### config.mk
export PLATFORM = sky130hd
export DESIGN_NAME = dts_status
export DESIGN_NICKNAME = d
export VERILOG_FILES = /design/src/dts_pkg.sv /design/src/dts_acc_if.sv /design/src/dts_sync.sv /design/src/dts_strobe.sv /design/src/dts_status.sv
export SDC_FILE = /design/constraint.sdc
export NUM_CORES = 1
export LEC_CHECK = 0
export BUFFER_PORTS_ARGS = -buffer_cell sky130_fd_sc_hd__buf_2
export CAP_MARGIN = 20
export CORE_ASPECT_RATIO = 1.25
export CORE_MARGIN = 1.5
export CORE_UTILIZATION = 35
export DETAILED_ROUTE_END_ITERATION = 6
export PLACE_DENSITY = 0.66
export SETUP_SLACK_MARGIN = 0.2
export SYNTH_ARGS = -nofsm -noshare
export SYNTH_HDL_FRONTEND = slang
export SYNTH_SLANG_ARGS = --single-unit
### constraint.sdc
create_clock -name clk -period 2.05 [get_ports clk]
set_input_delay 0.205 -clock clk [delete_from_list [all_inputs] [get_ports clk]]
set_output_delay 0.205 -clock clk [all_outputs]
set_load 0.03 [all_outputs]
### src/dts_pkg.sv
// constants for the task-file status register block
package dts_pkg;
    // register addresses: chip select group and three-bit address
    localparam logic [2:0] ADDR_STATUS = 3'h7;
    localparam logic [2:0] ADDR_COMMAND = 3'h7;
    localparam logic [2:0] ADDR_ALT_STATUS = 3'h6;
    localparam logic [2:0] ADDR_DEV_CTRL = 3'h6;
    localparam logic [7:0] STATUS_RESET = 8'h80;
    // command_status bit positions
    localparam int BIT_BUSY = 7;
    localparam int BIT_READY = 6;
    localparam int BIT_FAULT = 5;
    localparam int BIT_SEEK_DONE = 4;
    localparam int BIT_DATA_REQ = 3;
    localparam int BIT_FIXED_READ = 2;
    localparam int BIT_REV_PULSE = 1;
    localparam int BIT_FAILURE = 0;
    // device control bits
    localparam int BIT_SOFT_RESET = 2;
    localparam int BIT_INT_DISABLE = 1;
    // command opcode classes, by upper nibble or full code
    localparam logic [3:0] OPH_RECAL = 4'h1;
    localparam logic [3:0] OPH_READ = 4'h2;
    localparam logic [3:0] OPH_WRITE = 4'h3;
    localparam logic [3:0] OPH_VERIFY = 4'h4;
    localparam logic [3:0] OPH_FORMAT = 4'h5;
    localparam logic [3:0] OPH_SEEK = 4'h7;
    localparam logic [7:0] OP_READ_MULT = 8'hc4;
    localparam logic [7:0] OP_WRITE_MULT = 8'hc5;
    localparam logic [7:0] OP_DMA_FIRST = 8'hc8;
    localparam logic [7:0] OP_DMA_LAST = 8'hcb;
    // synchroniser width: reset, two selects, address, two strobes, data
    localparam int SYNC_W = 16;
    localparam logic [15:0] SYNC_INIT = 16'hffff;
endpackage

### src/dts_acc_if.sv
// decoded host access events passed from strobe decode to status logic
`timescale 1ns/10ps
interface dts_acc_if;
    logic rd_act;
    logic rd_status;
    logic rd_alt;
    logic rd_sel_stat;
    logic rd_sel_other;
    logic wr_cmd;
    logic wr_ctrl;
    logic wr_other;
    logic [2:0] addr;
    logic [7:0] wdata;
    modport gen (output rd_act, rd_status, rd_alt, rd_sel_stat, rd_sel_other,
                 wr_cmd, wr_ctrl, wr_other, addr, wdata);
    modport dst (input rd_act, rd_status, rd_alt, rd_sel_stat, rd_sel_other,
                 wr_cmd, wr_ctrl, wr_other, addr, wdata);
endinterface

### src/dts_sync.sv
// three-stage pin synchroniser, output moves when stages two and three agree
`timescale 1ns/10ps
module dts_sync #(
    parameter int W = 16,
    parameter logic [W-1:0] INIT = '1
) (
    input wire logic clk,
    input wire logic rst,
    input wire logic [W-1:0] pin,
    output logic [W-1:0] level
);
    for (genvar i = 0; i < W; i++) begin : g_bit
        logic s1_q;
        logic s2_q;
        logic s3_q;
        always_ff @(posedge clk) begin
            if (rst) begin
                s1_q <= INIT[i];
                s2_q <= INIT[i];
                s3_q <= INIT[i];
                level[i] <= INIT[i];
            end else begin
                s1_q <= pin[i];
                s2_q <= s1_q;
                s3_q <= s2_q;
                // one-cycle glitches past stage two are filtered here
                if (s2_q == s3_q) begin
                    level[i] <= s3_q;
                end
            end
        end
    end
endmodule

### src/dts_strobe.sv
// turns synchronised host strobes into one event per access, plus a read-active level held while the strobe is low and select levels held while selected
`timescale 1ns/10ps
module dts_strobe
    import dts_pkg::*;
(
    input wire logic clk,
    input wire logic rst,
    input wire logic cs0_n,
    input wire logic cs1_n,
    input wire logic [2:0] da,
    input wire logic dior_n,
    input wire logic diow_n,
    input wire logic [7:0] dd,
    dts_acc_if.gen acc
);
    logic dior_prev_q;
    logic diow_prev_q;
    logic rd_edge;
    logic wr_edge;
    logic sel0;
    logic sel1;

    always_ff @(posedge clk) begin
        if (rst) begin
            dior_prev_q <= 1'b1;
            diow_prev_q <= 1'b1;
        end else begin
            dior_prev_q <= dior_n;
            diow_prev_q <= diow_n;
        end
    end

    // one read event per falling strobe edge, never per cycle held
    assign rd_edge = dior_prev_q && !dior_n;
    // data is taken at the trailing edge of the write strobe
    assign wr_edge = !diow_prev_q && diow_n;
    assign sel0 = !cs0_n && cs1_n;
    assign sel1 = !cs1_n && cs0_n;

    assign acc.rd_act = !dior_n && (sel0 || sel1);
    assign acc.rd_sel_stat = (sel0 && da == ADDR_STATUS)
                          || (sel1 && da == ADDR_ALT_STATUS);
    assign acc.rd_sel_other = sel0 && da != ADDR_STATUS;
    assign acc.rd_status = rd_edge && sel0 && da == ADDR_STATUS;
    assign acc.rd_alt = rd_edge && sel1 && da == ADDR_ALT_STATUS;
    assign acc.wr_cmd = wr_edge && sel0 && da == ADDR_COMMAND;
    assign acc.wr_ctrl = wr_edge && sel1 && da == ADDR_DEV_CTRL;
    assign acc.wr_other = wr_edge && sel0 && da != ADDR_COMMAND;
    assign acc.addr = da;
    assign acc.wdata = dd;
endmodule

### src/dts_status.sv
// task-file command_status register with busy gating and interrupt request
// Functional notes
// status flags refresh at every command end and on any error
// while busy is set, all other status bits read as invalid zero
// while busy, other register reads return status and writes drop
// host status read clears a pending interrupt request
// busy sets on host reset, soft reset or command; clears on data request
// host must not access registers while busy reads one
// ready is one only while seek done is one; else commands refused (code refuses only seeking commands while not ready)
// not-ready mid-command aborts, sets failure, holds ready low till next
// fault during read/write sets fault and failure, refuses, holds
// seek done sets at seek end, clears when a seeking command starts
// failed seek ends command; seek done frozen until next status read
// after power-on seek done stays zero until spin-up is complete
// data request sets when the buffer wants one sector moved
// fixed-read bit always reads zero and never stops transfers
// revolution pulse bit pulses once per disk turn
// host must not use revolution pulse for timing
// failure flag marks errored last command, clears on next command
// failure flag set stops any multi-sector operation
// host should not depend on seek done bit
// command register write clears the interrupt request
// alternate status read returns same value, no interrupt clear
// each status read strobe counts as exactly one acknowledge event
`timescale 1ns/10ps
module dts_status (
    input wire logic clk,
    input wire logic rst,
    // host pins
    input wire logic host_reset_line_n,
    input wire logic cs0_n,
    input wire logic cs1_n,
    input wire logic [2:0] da,
    input wire logic dior_n,
    input wire logic diow_n,
    input wire logic [7:0] dd_in,
    output logic [7:0] dd_out,
    output logic dd_oe,
    output logic intrq,
    // other task-file registers
    input wire logic [7:0] tf_rd_data,
    output logic tf_rd,
    output logic tf_wr,
    output logic [2:0] tf_addr,
    output logic [7:0] tf_wdata,
    // drive engine events, same clock
    input wire logic spin_ready,
    input wire logic cmd_done,
    input wire logic err_event,
    input wire logic not_ready_event,
    input wire logic fault_event,
    input wire logic seek_done,
    input wire logic seek_fail,
    input wire logic sector_req,
    input wire logic sector_taken,
    input wire logic index_pulse,
    // to the drive engine
    output logic cmd_start,
    output logic [7:0] cmd_code,
    output logic cmd_abort,
    output logic multi_stop,
    output logic soft_reset_bit,
    output logic [7:0] command_status
);
    import dts_pkg::*;

    dts_acc_if acc ();

    logic [SYNC_W-1:0] pins_s;
    logic host_reset_line_n_s;
    logic cs0_n_s;
    logic cs1_n_s;
    logic [2:0] da_s;
    logic dior_n_s;
    logic diow_n_s;
    logic [7:0] dd_s;

    dts_sync #(.W(SYNC_W), .INIT(SYNC_INIT)) u_sync (
        .clk(clk),
        .rst(rst),
        .pin({host_reset_line_n, cs0_n, cs1_n, da, dior_n, diow_n, dd_in}),
        .level(pins_s)
    );

    assign {host_reset_line_n_s, cs0_n_s, cs1_n_s, da_s, dior_n_s, diow_n_s, dd_s} =
        pins_s;

    dts_strobe u_strobe (
        .clk(clk),
        .rst(rst),
        .cs0_n(cs0_n_s),
        .cs1_n(cs1_n_s),
        .da(da_s),
        .dior_n(dior_n_s),
        .diow_n(diow_n_s),
        .dd(dd_s),
        .acc(acc)
    );

    logic busy_q;
    logic ready_q;
    logic fault_q;
    logic seek_done_q;
    logic seek_frz_q;
    logic data_req_q;
    logic rev_q;
    logic fail_q;
    logic spun_q;
    logic nr_hold_q;
    logic act_q;
    logic act_rw_q;
    logic pend_q;
    logic int_dis_q;
    logic soft_reset_bit_q;
    logic [7:0] stat;

    function automatic logic op_is_rw(input logic [7:0] op);
        logic hit;
        hit = 1'b0;
        if (op[7:4] == OPH_READ || op[7:4] == OPH_WRITE
            || op[7:4] == OPH_VERIFY) begin
            hit = 1'b1;
        end else if (op == OP_READ_MULT || op == OP_WRITE_MULT) begin
            hit = 1'b1;
        end else if (op >= OP_DMA_FIRST && op <= OP_DMA_LAST) begin
            hit = 1'b1;
        end
        return hit;
    endfunction

    function automatic logic op_seeks(input logic [7:0] op);
        return op_is_rw(op) || op[7:4] == OPH_RECAL
            || op[7:4] == OPH_SEEK || op[7:4] == OPH_FORMAT;
    endfunction

    // soft or hard reset held by the host
    logic host_rst;
    assign host_rst = !host_reset_line_n_s || soft_reset_bit_q;

    logic cmd_wr;
    assign cmd_wr = acc.wr_cmd && !busy_q && !host_rst;

    logic cmd_ok;
    assign cmd_ok = !op_seeks(acc.wdata)
                 || (ready_q && !fault_q);

    logic nr_abort;
    logic df_abort;
    logic sk_abort;
    logic abort_now;
    logic end_now;
    logic refuse_now;
    assign nr_abort = act_q && not_ready_event;
    assign df_abort = act_q && act_rw_q && fault_event;
    assign sk_abort = act_q && seek_fail;
    assign abort_now = nr_abort || df_abort || sk_abort;
    assign end_now = act_q && (cmd_done || abort_now);
    assign refuse_now = cmd_wr && !cmd_ok;

    logic err_now;
    assign err_now = abort_now || refuse_now || (act_q && err_event);

    logic drq_set;
    assign drq_set = act_q && act_rw_q && sector_req && !abort_now;

    // device control register
    always_ff @(posedge clk) begin
        if (rst) begin
            soft_reset_bit_q <= 1'b0;
            int_dis_q <= 1'b0;
        end else if (acc.wr_ctrl) begin
            soft_reset_bit_q <= acc.wdata[BIT_SOFT_RESET];
            int_dis_q <= acc.wdata[BIT_INT_DISABLE];
        end
    end

    // busy: set wins over any clear in the same cycle
    always_ff @(posedge clk) begin
        if (rst) begin
            busy_q <= 1'b1;
        end else if (host_rst || cmd_wr && cmd_ok) begin
            busy_q <= 1'b1;
        end else if (drq_set || end_now || refuse_now) begin
            busy_q <= 1'b0;
        end else if (!act_q && cmd_done) begin
            busy_q <= 1'b0;
        end
    end

    // command tracking and engine handshake
    always_ff @(posedge clk) begin
        if (rst || host_rst) begin
            act_q <= 1'b0;
            act_rw_q <= 1'b0;
            cmd_start <= 1'b0;
            cmd_code <= 8'h00;
        end else begin
            cmd_start <= cmd_wr && cmd_ok;
            if (cmd_wr) begin
                cmd_code <= acc.wdata;
            end
            if (cmd_wr && cmd_ok) begin
                act_q <= 1'b1;
                act_rw_q <= op_is_rw(acc.wdata);
            end else if (end_now) begin
                act_q <= 1'b0;
                act_rw_q <= 1'b0;
            end
        end
    end

    always_ff @(posedge clk) begin
        if (rst) begin
            cmd_abort <= 1'b0;
            multi_stop <= 1'b0;
        end else begin
            cmd_abort <= abort_now;
            // a fresh failure ends any multi-sector run in progress
            multi_stop <= err_now && act_q;
        end
    end

    // failure flag: cleared by the next command, error wins same cycle
    always_ff @(posedge clk) begin
        if (rst || host_rst) begin
            fail_q <= 1'b0;
        end else if (err_now) begin
            fail_q <= 1'b1;
        end else if (cmd_wr) begin
            fail_q <= 1'b0;
        end
    end

    // fault is held until the next command
    always_ff @(posedge clk) begin
        if (rst || host_rst) begin
            fault_q <= 1'b0;
        end else if (df_abort) begin
            fault_q <= 1'b1;
        end else if (cmd_wr) begin
            fault_q <= 1'b0;
        end
    end

    // not-ready hold keeps ready low until a new command
    always_ff @(posedge clk) begin
        if (rst || host_rst) begin
            nr_hold_q <= 1'b0;
        end else if (nr_abort) begin
            nr_hold_q <= 1'b1;
        end else if (cmd_wr) begin
            nr_hold_q <= 1'b0;
        end
    end

    always_ff @(posedge clk) begin
        if (rst) begin
            spun_q <= 1'b0;
        end else begin
            spun_q <= spin_ready;
        end
    end

    // seek done; frozen after a failed seek until a status read
    always_ff @(posedge clk) begin
        if (rst) begin
            seek_done_q <= 1'b0;
            seek_frz_q <= 1'b0;
        end else begin
            if (sk_abort) begin
                seek_frz_q <= 1'b1;
            end else if (acc.rd_status) begin
                seek_frz_q <= 1'b0;
            end
            if (!spun_q) begin
                seek_done_q <= 1'b0;
            end else if (seek_frz_q || sk_abort) begin
                seek_done_q <= seek_done_q;
            end else if (seek_done) begin
                seek_done_q <= 1'b1;
            end else if (cmd_wr && cmd_ok && op_seeks(acc.wdata)) begin
                seek_done_q <= 1'b0;
            end
        end
    end

    // ready follows seek done, spin-up and the not-ready hold
    always_ff @(posedge clk) begin
        if (rst) begin
            ready_q <= 1'b0;
        end else begin
            ready_q <= spun_q && seek_done_q && !nr_hold_q;
        end
    end

    // data request: one sector at a time
    always_ff @(posedge clk) begin
        if (rst || host_rst) begin
            data_req_q <= 1'b0;
        end else if (drq_set) begin
            data_req_q <= 1'b1;
        end else if (sector_taken || end_now || cmd_wr) begin
            data_req_q <= 1'b0;
        end
    end

    // host must not time anything off this pulse
    always_ff @(posedge clk) begin
        if (rst) begin
            rev_q <= 1'b0;
        end else begin
            rev_q <= index_pulse;
        end
    end

    // interrupt pending: completion, refusal and data request set it
    logic int_set;
    assign int_set = end_now || refuse_now || drq_set;

    always_ff @(posedge clk) begin
        if (rst || host_rst) begin
            pend_q <= 1'b0;
        end else if (int_set) begin
            pend_q <= 1'b1;
        end else if (acc.rd_status) begin
            pend_q <= 1'b0;
        end else if (acc.wr_cmd) begin
            pend_q <= 1'b0;
        end
    end

    // alternate status read never reaches the pending flag
    always_ff @(posedge clk) begin
        if (rst) begin
            intrq <= 1'b0;
        end else begin
            intrq <= pend_q && !int_dis_q;
        end
    end

    // invalid bits hidden while busy; fixed-read is always zero
    always_comb begin
        stat = 8'h00;
        stat[BIT_BUSY] = busy_q;
        if (!busy_q) begin
            stat[BIT_READY] = ready_q;
            stat[BIT_FAULT] = fault_q;
            stat[BIT_SEEK_DONE] = seek_done_q;
            stat[BIT_DATA_REQ] = data_req_q;
            stat[BIT_FIXED_READ] = 1'b0;
            stat[BIT_REV_PULSE] = rev_q;
            stat[BIT_FAILURE] = fail_q;
        end
    end

    always_ff @(posedge clk) begin
        if (rst) begin
            command_status <= STATUS_RESET;
        end else begin
            command_status <= stat;
        end
    end

    // host read data path
    always_ff @(posedge clk) begin
        if (rst) begin
            dd_out <= 8'h00;
            dd_oe <= 1'b0;
            tf_rd <= 1'b0;
        end else begin
            dd_oe <= acc.rd_act;
            tf_rd <= acc.rd_act && acc.rd_sel_other && !busy_q;
            if (acc.rd_sel_stat || busy_q) begin
                dd_out <= stat;
            end else begin
                dd_out <= tf_rd_data;
            end
        end
    end

    // other register writes pass only while idle
    always_ff @(posedge clk) begin
        if (rst) begin
            tf_wr <= 1'b0;
            tf_addr <= 3'h0;
            tf_wdata <= 8'h00;
        end else begin
            tf_wr <= acc.wr_other && !busy_q;
            tf_addr <= acc.addr;
            if (acc.wr_other) begin
                tf_wdata <= acc.wdata;
            end
        end
    end

    always_ff @(posedge clk) begin
        if (rst) begin
            soft_reset_bit <= 1'b0;
        end else begin
            soft_reset_bit <= soft_reset_bit_q;
        end
    end
endmodule

# Word level (Yosys, flattened, before mapping)
# Cells that the tools add are included.
dict set report op_classes {
  order_cmp 2
  n_reduce_logical 92
  n_eq_ne 27
  bitwise_logic 2
  mux 27
}
# op count
set op_table {}
lappend op_table {{$logic_and 1x1->1} 38}
lappend op_table {{$logic_or 1x1->1} 28}
lappend op_table {{$mux 1} 25}
lappend op_table {{$eq 1x1->1} 16}
lappend op_table {{$eq 8x8->1 const B} 2}
lappend op_table {{$reduce_bool 2->1} 8}
lappend op_table {{$logic_not 1->1} 14}
lappend op_table {{$eq 4x3->1 const B} 3}
lappend op_table {{$eq 4x2->1 const B} 2}
lappend op_table {{$ge 8x8->1 const B} 1}
lappend op_table {{$le 8x8->1 const B} 1}
lappend op_table {{$mux 8} 1}
lappend op_table {{$mux 7} 1}
lappend op_table {{$eq 3x3->1 const B} 2}
lappend op_table {{$eq 4x1->1 const B} 1}
lappend op_table {{$reduce_or 2->1} 2}
lappend op_table {{$ne 3x3->1 const B} 1}
lappend op_table {{$reduce_bool 3->1} 1}
lappend op_table {{$not 1->1} 2}
lappend op_table {{$reduce_and 2->1} 1}
dict set report word_totals {
  output_inout_bits 43
  inputBits 36
  regBits 124
  word_cells 244
}

# Logic depth before layout (Yosys ltp)
# Gate-level depths: netlist of run 1.
dict set report depth {
  word_depth 15
  ltp_mapped 7
  ltp_nobuf 6
}

# Cells and area by module
# A second synthesis of run 1 with hierarchy kept.
dict set report unflattened {
  cells_unflattened 404
  area_unflattened_um2 4205.3
}
# mod area_each_um2 seq_area_each_um2 instances cells_each
set by_module_without_submodules {}
lappend by_module_without_submodules {dts_status 2020.7 1141.1 1 202}
lappend by_module_without_submodules {dts_sync 1914.3 1281.2 1 167}
lappend by_module_without_submodules {dts_strobe 270.3 40.0 1 35}

# Worst setup path before layout of run 1
# OpenSTA, ideal clock, no wires.
dict set report synth_path {
  path_kind {register to register}
  start {register u_sync.level[13]}
  end {register seek_done_q}
  stages_incl_launch_ff 6
  synth_period_minus_slack_ps 1749
  required_time_ps 1935
  path_buffers 0
  setup_ps 115
  path_slack_ps 301
  arrival_time_ps 1634
  path_cell_list {dfxtp_1 ha_1 nand4_1 or3_4 a211o_2 o21a_1}
}
dict set report synth_via {
  elab_chain_len 9
}
# element line_no
set synth_lines {}
lappend synth_lines {{from (decl)} dts_sync.sv:10} ;# output logic [W-1:0] level
lappend synth_lines {{from (signal, indexed assignment)} dts_sync.sv:21} ;# level[i] <= INIT[i];
lappend synth_lines {{from (signal, indexed assignment)} dts_sync.sv:28} ;# level[i] <= s3_q;
lappend synth_lines {{$logic_and 1x1->1} dts_strobe.sv:37} ;# assign sel0 = !cs0_n && cs1_n;
lappend synth_lines {{$logic_and 1x1->1 (2 in a row)} dts_strobe.sv:46} ;# assign acc.wr_cmd = wr_edge && sel0 && da == ADDR_COMMAND;
lappend synth_lines {{$logic_and 1x1->1 (2 in a row)} dts_status.sv:141} ;# assign cmd_wr = acc.wr_cmd && !busy_q && !host_rst;
lappend synth_lines {{$logic_and 1x1->1 (2 in a row)} dts_status.sv:281} ;# end else if (cmd_wr && cmd_ok && op_seeks(acc.wdata)) begin
lappend synth_lines {{$reduce_bool 2->1 (no source line)} n/a}
lappend synth_lines {{$reduce_and 2->1 (no source line)} n/a}
lappend synth_lines {{to (signal assigned)} dts_status.sv:278} ;# seek_done_q <= seek_done_q;
lappend synth_lines {{to (decl)} dts_status.sv:103} ;# logic seek_done_q;
# No other way between the ends.
# A chain may end at the register's enable or synchronous reset.

# Worst setup path in the final report of run 1
dict set report layout_path {
  start {register u_sync.level[8]}
  end {register seek_done_q}
}
dict set report layout_via {
  elab_chain_len 9
}
# element line_no
set layout_lines {}
lappend layout_lines {{$logic_and 1x1->1} dts_strobe.sv:36} ;# assign wr_edge = !diow_prev_q && diow_n;
lappend layout_lines {{$logic_and 1x1->1 (2 in a row)} dts_strobe.sv:46}
lappend layout_lines {{$logic_and 1x1->1 (2 in a row)} dts_status.sv:141}
lappend layout_lines {{$logic_and 1x1->1 (2 in a row)} dts_status.sv:281}
lappend layout_lines {{$reduce_bool 2->1 (no source line)} n/a}
lappend layout_lines {{$reduce_and 2->1 (no source line)} n/a}
# No other way between the ends.

==> results_dict.tcl, run 1 <==
set metrics [dict create \
    cp_max_fo 6 \
    path_cells "or3b_4 > or3_4 > a211o_4 > o21a_1" \
    final_cells 634 \
    area_delta_synth_final_pct 32.1 \
    ant_nets 0 \
    boundaryPins 79 \
    overflow 0 \
    period_share_pct 86.6 \
    async_reset_ff_share_pct 0 \
    setup_viol 0 \
    die_area_um2 12200 \
    status "finished, final reports clean" \
    synth-edff-count 0 \
    port_buffers 77 \
    holdPathStages 2 \
    cts_tree "built" \
    post_drt_via_cell_ratio 4.59 \
    worst_setup_path_end_kind "flop" \
    netlist-cell-type-count 46 \
    synth_area_leaders "dfxtp_1, or2_2, mux2i_1, nor2_1, a21oi_1" \
    synth-main-ff-cell "dfxtp_1" \
    tns_ns 0 \
    die_w_um 99.2 \
    max_freq_mhz 563 \
    p_leak_nw 2.40 \
    required_ns 2.35 \
    max_stage_delay_ns 0.41 \
    rows 43 \
    grt_pass1_wl_mm 12.7 \
    skew_ns 0.00684 \
    grt_pass1_vias 2733 \
    p_sw_share_pct 19.8 \
    max_cap_viol_count 0 \
    vias 2908 \
    p_total_w 0.00552 \
    cts-htree-levels 4 \
    worst-path-buf-inv 0 \
    r2r_setup_slack_ns 0.27 \
    final_max_slew_viol_count 0 \
    root_buffer "clkbuf_16" \
    crit_path_start_kind "flop" \
    tightest_slew_ns 0.577 \
    clockPowerShare_pct 51.4 \
    drtIter0Drc 136 \
    reg2reg_depth 4 \
    p_comb_share_pct 3.8 \
    seq_area_frac_synth_pct 60.8 \
    hold_violations 0 \
    netSwitchingPower_w 0.00109 \
    grt_usage_pct 13.6 \
    grt_antenna_before_repair 0 \
    min_from "index_pulse" \
    power.density_nw_per_um2 1030 \
    power.internal_w 0.00443 \
    layout_min_cycle_time_ns 1.78 \
    start_util_pct 36.2 \
    syn_area_um2 4050 \
    pwr-share-seq_pct 44.8 \
    gp_congestion 0.885 \
    grt_max_degree 50 \
    cts_buffers 17 \
    clk_pin_slew_worst_paths_ns 0.05 \
    whs_endpoint "rev_q" \
    ys.warnings.count 0 \
    yosysTopAreaCellShare_pct 60.8 \
    cts_buffer_depth 2 \
    path_delay_family "simple AND/OR/NAND/NOR gates" \
    fin_nets 527 \
    syn_nets 425 \
    wl_mm 7.99 \
    hpwlAfterDp_mm 5.60 \
    placed_cells 588 \
    synthCells 387 \
    arrival_ns 2.07 \
    peakVddDrop_uv 394 \
    design.core.area_um2 11200 \
    path_class "reg2reg" \
    syn_area_per_cell_um2 10.5 \
    yosys.area.top_type "dfxtp_1" \
    rsz0062_at_grt "no" \
    drc_errors 0 \
    slowest_stage "or3_4" \
    clock_latency_ns 0.40 \
    post_cts_buffers 0 \
    cts_sinks 123 \
    antenna_cells 0 \
    max_slew_margin_pct 61.5 \
    routedWlPerCell_um 12.6 \
    drive_gt1_share_pct 33.9 \
    worstReg2RegStart "u_sync.level[8]" \
    hp-class "in2reg" \
    die_y_um 123 \
    reg2reg_to "seek_done_q" \
    ys_seq_elements 123 \
    drt_first_pass_iters 4 \
]
==> worst max-delay path by stage <==
stage	from	end	slack [ns]	cells past startpoint
after floorplan	u_sync.level[13]	seek_done_q	0.30	5
after global placement	u_sync.level[8]	seek_done_q	0.29	4
after detailed placement	u_sync.level[14]	dd_out[5]	0.23	6
after CTS	u_sync.level[14]	dd_out[5]	0.23	6
after global routing	u_sync.level[14]	cmd_code[5]	0.21	7
final	u_sync.level[8]	seek_done_q	0.27	4
==> state kept, by name (all words and copies together) (netlist names), 3 cells and up <==
signal             count
cmd_code               8
u_sync.g_bit.s2_q     16
dd_out                 8
u_sync.level          16
tf_wdata               8
tf_addr                3
u_sync.g_bit.s3_q     16
u_sync.g_bit.s1_q     16
command_status         7
==> power groups by stage <==
stage	Sequential, W	Clock (W)	Combinational (W)
after CTS	0.00247	0.00291	0.000211
after global routing	0.00248	0.00301	0.000229
after detailed placement	0.00252	0	0.000186
after global placement	0.00252	0	0.000185
final	0.00247	0.00284	0.000209
after floorplan	0.00254	0	0.0000876
==> synthesized netlist by cell type (2+ instances only) <==
cell	number
nor3b_1	2
or2_2	51
nand4b_1	2
o211ai_1	2
o22a_1	5
a22oi_1	2
nor2b_1	9
ha_1	2
inv_1	8
nor2_1	46
clkbuf_1	13
dfxtp_1	123
o21ai_0	5
mux2i_1	19
and2_1	7
nand2_1	6
o21a_1	2
nand3_1	4
nor3_1	4
nand2b_1	8
o21bai_1	17
a21oi_1	26
==> logic make-up (layout without fill, tap and decap cells) <==
logic type,count (synthesis),count (layout),share of synthesized area (%)
mux,19,19,4.70
simple gates,148,148,20.1
compound gates,69,69,11.2
fa+ha+maj,2,2,0.618
buf+inv,25,137,2.47
other cells,1,1,0.0926
flops,123,123,60.8
==> cell usage in the layout, fill, tap and decap left out, types with 2 or more instances in the layout <==
master,instances
a22oi_1,2
inv_1,8
o211ai_1,2
o21a_1,2
nor3b_1,2
and2_1,7
o21bai_1,17
dlygate4sd3_1,17
clkbuf_16,17
buf_4,5
dfxtp_1,122
clkbuf_1,3
or2_2,51
nor2b_1,9
buf_2,77
mux2i_1,19
a21oi_1,26
clkinv_2,4
o22a_1,5
nor3_1,4
clkinvlp_4,2
nor2_1,46
nand3_1,4
bufinv_16,3
nand2b_1,8
o21ai_0,5
nand4b_1,2
nand2_1,6
==> through the flow <==
step	setup slack [ns]	hold WS, ns	utilization (%)	instance area (um2)
final	0.275	0.0183	47.8	5350
after global routing	0.207	0.00561	47.8	5350
after CTS	0.232	0.00123	47.6	5320
after detailed placement	0.232	0.389	41.0	4590
after global placement	0.288	0.389	41.0	4590
after floorplan	0.301	0.309	-	4050
==> final cells by class <==
cell class	count	area, um2
clock buffer	20	437
tap	135	169
clock inverter	9	125
multi-input combinational	239	1510
fill	1053	5840
sequential	123	2460
inverter	8	30.0
timing repair buffer	100	613
==> what timing repair did <==
action,in CTS,in global routing
endpoints found under the hold margin,17,0
hold buffers,17,0
endpoints found under the setup margin,0,16
gates resized for setup,0,6
==> metal layers <==
layer,GRT usage (%),wire length [um],part of all wire (%),vias to the layer above
met5,0,0,0,-
met4,6.34,158,2.0,0
met3,5.14,476,6.0,16
met2,23.6,3940,49,81
met1,14.7,3420,43,1308
li1,-,-,-,1503
(Power assumes the default switching activity.)
==> inputs of run 2 (changes only) <==
--- a/config.mk
+++ b/config.mk
@@ -5,13 +5,14 @@
 export SDC_FILE = /design/constraint.sdc
 export NUM_CORES = 1
 export LEC_CHECK = 0
+export ABC_AREA = 1
 export BUFFER_PORTS_ARGS = -buffer_cell sky130_fd_sc_hd__buf_2
 export CAP_MARGIN = 20
 export CORE_ASPECT_RATIO = 1.25
 export CORE_MARGIN = 1.5
 export CORE_UTILIZATION = 35
 export DETAILED_ROUTE_END_ITERATION = 6
-export PLACE_DENSITY = 0.66
+export PLACE_DENSITY_LB_ADDON = 0.25
 export SETUP_SLACK_MARGIN = 0.2
 export SYNTH_ARGS = -nofsm -noshare
 export SYNTH_HDL_FRONTEND = slang
==> results_dict.tcl, run 2 <==
set metrics [dict create \
    placed_cells 634 \
    grt_usage_pct 14.3 \
    arrival_ns 1.87 \
    cts_sinks 123 \
    drt_first_pass_iters 4 \
    grt_max_degree 46 \
    yosys.area.top_type "dfxtp_1" \
    syn_area_um2 3980 \
    period_share_pct 76.0 \
    multiInputGateArea_um2 1270 \
    final_max_slew_viol_count 0 \
    max_slew_margin_pct 65.8 \
    syn_area_per_cell_um2 9.19 \
    cts_buffers 17 \
    tns_ns 0 \
    grt_pass1_vias 2931 \
    drive_gt1_share_pct 28.6 \
    layout_min_cycle_time_ns 1.56 \
    crit_path_start_kind "flop" \
    cts-htree-levels 4 \
    wl_mm 8.09 \
    syn_nets 471 \
    rsz0062_at_grt "no" \
    hold_violations 0 \
    die_y_um 122 \
    clk_pin_slew_worst_paths_ns 0.05 \
    async_reset_ff_share_pct 0 \
    synth-edff-count 0 \
    ys_seq_elements 123 \
    synthTopCellsByCount "dfxtp_1, inv_1, nor2_1, or2_2, nand2_1" \
    final_common_cell "dfxtp_1" \
    die_w_um 98.4 \
    hpwlAfterDp_mm 5.52 \
    synth_area_leaders "dfxtp_1, or2_2, a21oi_1, o21ai_0, inv_1" \
    die_area_um2 12000 \
    grt_antenna_before_repair 0 \
    max_cap_viol_count 0 \
    max_stage_delay_ns 0.32 \
    final_cells 684 \
    grt_pass1_wl_mm 13.2 \
    vias 3098 \
    start_util_pct 35.9 \
    boundaryPins 79 \
    path_cells "inv_1 > ha_1 > nand3_1 > nor2_4 > nand4_1 > nand2_1 > nand3_1 > nand2_1 > inv_1" \
    path_class "reg2reg" \
    ys.warnings.count 0 \
    tightest_slew_ns 0.513 \
    seq_area_frac_synth_pct 61.9 \
    seq_area_um2 2460 \
    status "finished, final reports clean" \
    rows 43 \
    cp_max_fo 6 \
    yosysMostFrequentCell "dfxtp_1" \
    port_buffers 77 \
    p_leak_nw 2.45 \
    placed_cell_area_um2 4490 \
    fin_area_um2 5290 \
    root_buffer "clkbuf_16" \
    synthCells 433 \
    worst_setup_path_end_kind "flop" \
    gp_congestion 0.794 \
    fill_cells 1055 \
    slowest_stage "dfxtp_1" \
    skew_ns 0.00581 \
    setup_viol 0 \
    overflow 0 \
    peakVddDrop_uv 506 \
    drc_errors 0 \
    cts_tree "built" \
    synth-main-ff-cell "dfxtp_1" \
    yosysTopAreaCellShare_pct 61.9 \
    fin_nets 574 \
    final_cell_mix "dfxtp_1, buf_2, inv_1, or2_2, nor2_1" \
    clock_latency_ns 0.41 \
    ant_nets 0 \
    power.density_nw_per_um2 1100 \
    required_ns 2.36 \
    netlist-cell-type-count 27 \
    hp-class "in2reg" \
    max_freq_mhz 642 \
    cts_buffer_depth 2 \
    design.core.area_um2 11100 \
    routedWlPerCell_um 11.8 \
    area_delta_synth_final_pct 33.1 \
    post_drt_via_cell_ratio 4.53 \
    antenna_cells 0 \
    drtIter0Drc 100 \
]
==> run 2: changes by cell type after synthesis, sizes merged, moves of 6 or more <==
| cell | previous run | this run |
|---|---|---|
| nand4 | 1 | 8 |
| o21ai | 6 | 36 |
| nand2 | 6 | 45 |
| clkbuf | 14 | 7 |
| nand3 | 4 | 12 |
| or2 | 51 | 45 |
| mux2i | 19 | 0 |
| a21oi | 26 | 41 |
| nand2b | 8 | 0 |
| o21bai | 17 | 0 |
| inv | 8 | 45 |
| nor2b | 9 | 0 |
| and2 | 7 | 0 |
==> run 2: kinds of logic after synthesis <==
logic type                 after synthesis  synth area share, %
buffers and inverters                   60                 6.13
DFF                                    123                 61.9
adders and majority gates                2                0.629
and+or+nand+nor                        164                 20.5
other                                    1               0.0943
AOI/OAI and AO/OA                       83                 10.7
==> run 2: path summary, 6_finish.rpt <==
check                           cells past startpoint                    to            startpoint  slack [ns]
worst max-delay path                                9                fail_q      u_sync.level[14]        0.49
worst min-delay path                                3             dd_out[2]         tf_rd_data[2]        0.01
worst max register to register                      9                fail_q      u_sync.level[14]        0.49
worst min register to register                      1  u_sync.g_bit[1].s2_q  u_sync.g_bit[1].s1_q        0.40
==> run 2: area by class of cell <==
class                           instances  area share (%)
Timing Repair Buffer                   99            11.3
Multi-Input combinational cell        250            24.0
Inverter                               45            3.19
Tap cell                              135            3.19
Sequential cell                       123            46.5
Clock buffer                           24            8.72
Clock inverter                          8            3.12
==> run 2: per-layer routing <==
metal / vias to the layer above / part of all wire (%) / track usage, %
met5: - / 0 / 0
met4: 0 / 2.3 / 7.92
met3: 19 / 6.1 / 5.57
met2: 85 / 47 / 23.3
met1: 1402 / 45 / 16.1
li1: 1592 / - / -
==> run 2: through the flow <==
stage | utilization, % | total power (W) | hold slack, ns | worst slack (ns)
3_3_place_gp | 40.5 | 0.00270 | 0.387 | 0.545
2_1_floorplan | - | 0.00263 | 0.309 | 0.743
4_1_cts | 47.8 | 0.00590 | 0.00307 | 0.477
5_1_grt | 47.8 | 0.00605 | 0.0218 | 0.312
3_5_place_dp | 40.5 | 0.00270 | 0.390 | 0.497
6_report | 47.8 | 0.00584 | 0.0130 | 0.492
==> run 2: timing repair <==
item	in CTS	in global routing
gates resized for setup	0	0
setup buffers	0	0
endpoints found under the hold margin	18	0
endpoints found under the setup margin	0	0
hold buffers	18	0
==> run 2: worst max-delay path: cells and delay by family (launching register included) <==
kind,cells,cell delay [ns]
simple gates,6,0.88
flops,1,0.32
fa+ha+maj,1,0.18
buf+inv,2,0.08
==> run 2: report_power, final <==
group	leakage [nW]	internal, W	switching (W)
Sequential	1.01	0.00245	0.0000194
Clock	0.306	0.00218	0.000980
Combinational	1.14	0.0000959	0.000110
Total	2.45	0.00473	0.00111
==> inputs of run 3 (changes only) <==
==> constraint.sdc (replaced) <==
create_clock -name clk -period 1.55 [get_ports clk]
set_input_delay 0.155 -clock clk [delete_from_list [all_inputs] [get_ports clk]]
set_output_delay 0.155 -clock clk [all_outputs]
set_load 0.03 [all_outputs]
==> results_dict.tcl, run 3 (synthesized netlist as in run 2, its figures left out) <==
set metrics [dict create \
    status "finished, final reports clean" \
    hp-class "in2reg" \
    fill_cells 1027 \
    grt_antenna_before_repair 0 \
    power.density_nw_per_um2 1390 \
    vias 3202 \
    gp_congestion 0.809 \
    period_share_pct 92.7 \
    grt_usage_pct 15.0 \
    max_cap_viol_count 0 \
    post_drt_via_cell_ratio 4.52 \
    rsz0062_at_grt "yes" \
    grt_pass1_wl_mm 14.1 \
    path_cells "inv_2 > ha_4 > nand3_4 > nor2_4 > buf_6 > nand4_1 > buf_4 > nand3_2 > a21oi_2" \
    crit_path_start_kind "flop" \
    worst-path-buf-inv 3 \
    final_max_slew_viol_count 0 \
    hold_violations 0 \
    max_stage_delay_ns 0.33 \
    path_delay_family "simple AND/OR/NAND/NOR gates" \
    setup_viol 0 \
    layout_min_cycle_time_ns 1.44 \
    die_w_um 98.4 \
    design.core.area_um2 11100 \
    cp_max_fo 3 \
    start_util_pct 35.9 \
    area_delta_synth_final_pct 43.3 \
    fin_nets 599 \
    final_cell_mix "dfxtp_1, buf_2, or2_2" \
    routedWlPerCell_um 12.1 \
    tns_ns 0 \
    ant_nets 0 \
    skew_ns 0.0143 \
    worst_setup_path_end_kind "flop" \
    required_ns 1.84 \
    drive_gt1_share_pct 36.9 \
    grt_pass1_vias 3128 \
    drt_first_pass_iters 4 \
    max_freq_mhz 696 \
    root_buffer "clkbuf_16" \
    final_core_util_pct 51.4 \
    overflow 0 \
    slowest_stage "dfxtp_2" \
    cts-htree-levels 4 \
    path_class "reg2reg" \
    clock_latency_ns 0.41 \
    rows 43 \
    cts_sinks 123 \
    boundaryPins 79 \
    final_common_cell "dfxtp_1" \
    hpwlAfterDp_mm 5.66 \
    pre_cts_slack_ns 0.0872 \
    antenna_cells 0 \
    die_area_um2 12000 \
    port_buffers 77 \
    cts_buffers 17 \
    finalHoldWorstSlack_ns 0.00934 \
    drtIter0Drc 147 \
    cts_tree "built" \
    die_y_um 122 \
    drc_errors 0 \
    grt_max_degree 31 \
    clk_pin_slew_worst_paths_ns 0.06 \
    peakVddDrop_uv 859 \
    wl_mm 8.57 \
    final.setup.worst_slack_ns 0.113 \
    p_leak_nw 2.60 \
    cts_buffer_depth 2 \
    arrival_ns 1.73 \
]
==> run 3: routing by layer <==
layer	share of wire [%]	up-vias	track usage, %
li1	-	1646	-
met1	44	1462	16.8
met2	49	85	24.3
met3	5.5	9	7.00
met4	1.4	0	7.22
met5	0	-	0
==> run 3: path summary, 6_finish.rpt <==
path	to	start	cells after the start	slack (ns)
min reg2reg	u_sync.g_bit[9].s2_q	u_sync.g_bit[9].s1_q	1	0.40
max	data_req_q	u_sync.level[14]	9	0.11
min	dd_out[1]	tf_rd_data[1]	3	0.009
max reg2reg	data_req_q	u_sync.level[14]	9	0.11
==> run 3: final cells by class <==
class | instances | area, um2 | area share (%)
multi-input cells | 250 | 1380 | 24.1
flip-flops and latches | 123 | 2470 | 43.3
inverters | 45 | 169 | 2.96
well taps | 135 | 169 | 2.96
repair buffers | 124 | 860 | 15.1
clock buffers | 17 | 425 | 7.46
clock inverters | 15 | 235 | 4.13
==> run 3: timing repair <==
item                                   CTS  global route
pin swaps                                8            11
setup endpoints to repair               22            38
cloned                                   1             1
endpoints found under the hold margin   23             0
buffers inserted                         9             4
gates resized for setup                 18            27
hold buffers                            23             0
==> run 3: stage by stage <==
step	total power (W)	area, um2	instances
after floorplan	0.00348	3980	433
after global placement	0.00357	4540	639
after detailed placement	0.00358	4540	639
after CTS	0.00799	5590	704
after global routing	0.00818	5700	709
final	0.00791	5700	709
==> run 3: worst min-delay path, stage by stage <==
cell and delay (ns):
buf_2 0.07, nor2_1 0.03, a21oi_1 0.11
==> run 3: power breakdown <==
| group | internal [W] | switching (W) |
|---|---|---|
| Clock | 0.00289 | 0.00146 |
| Combinational | 0.000141 | 0.000150 |
| Sequential | 0.00324 | 0.0000257 |
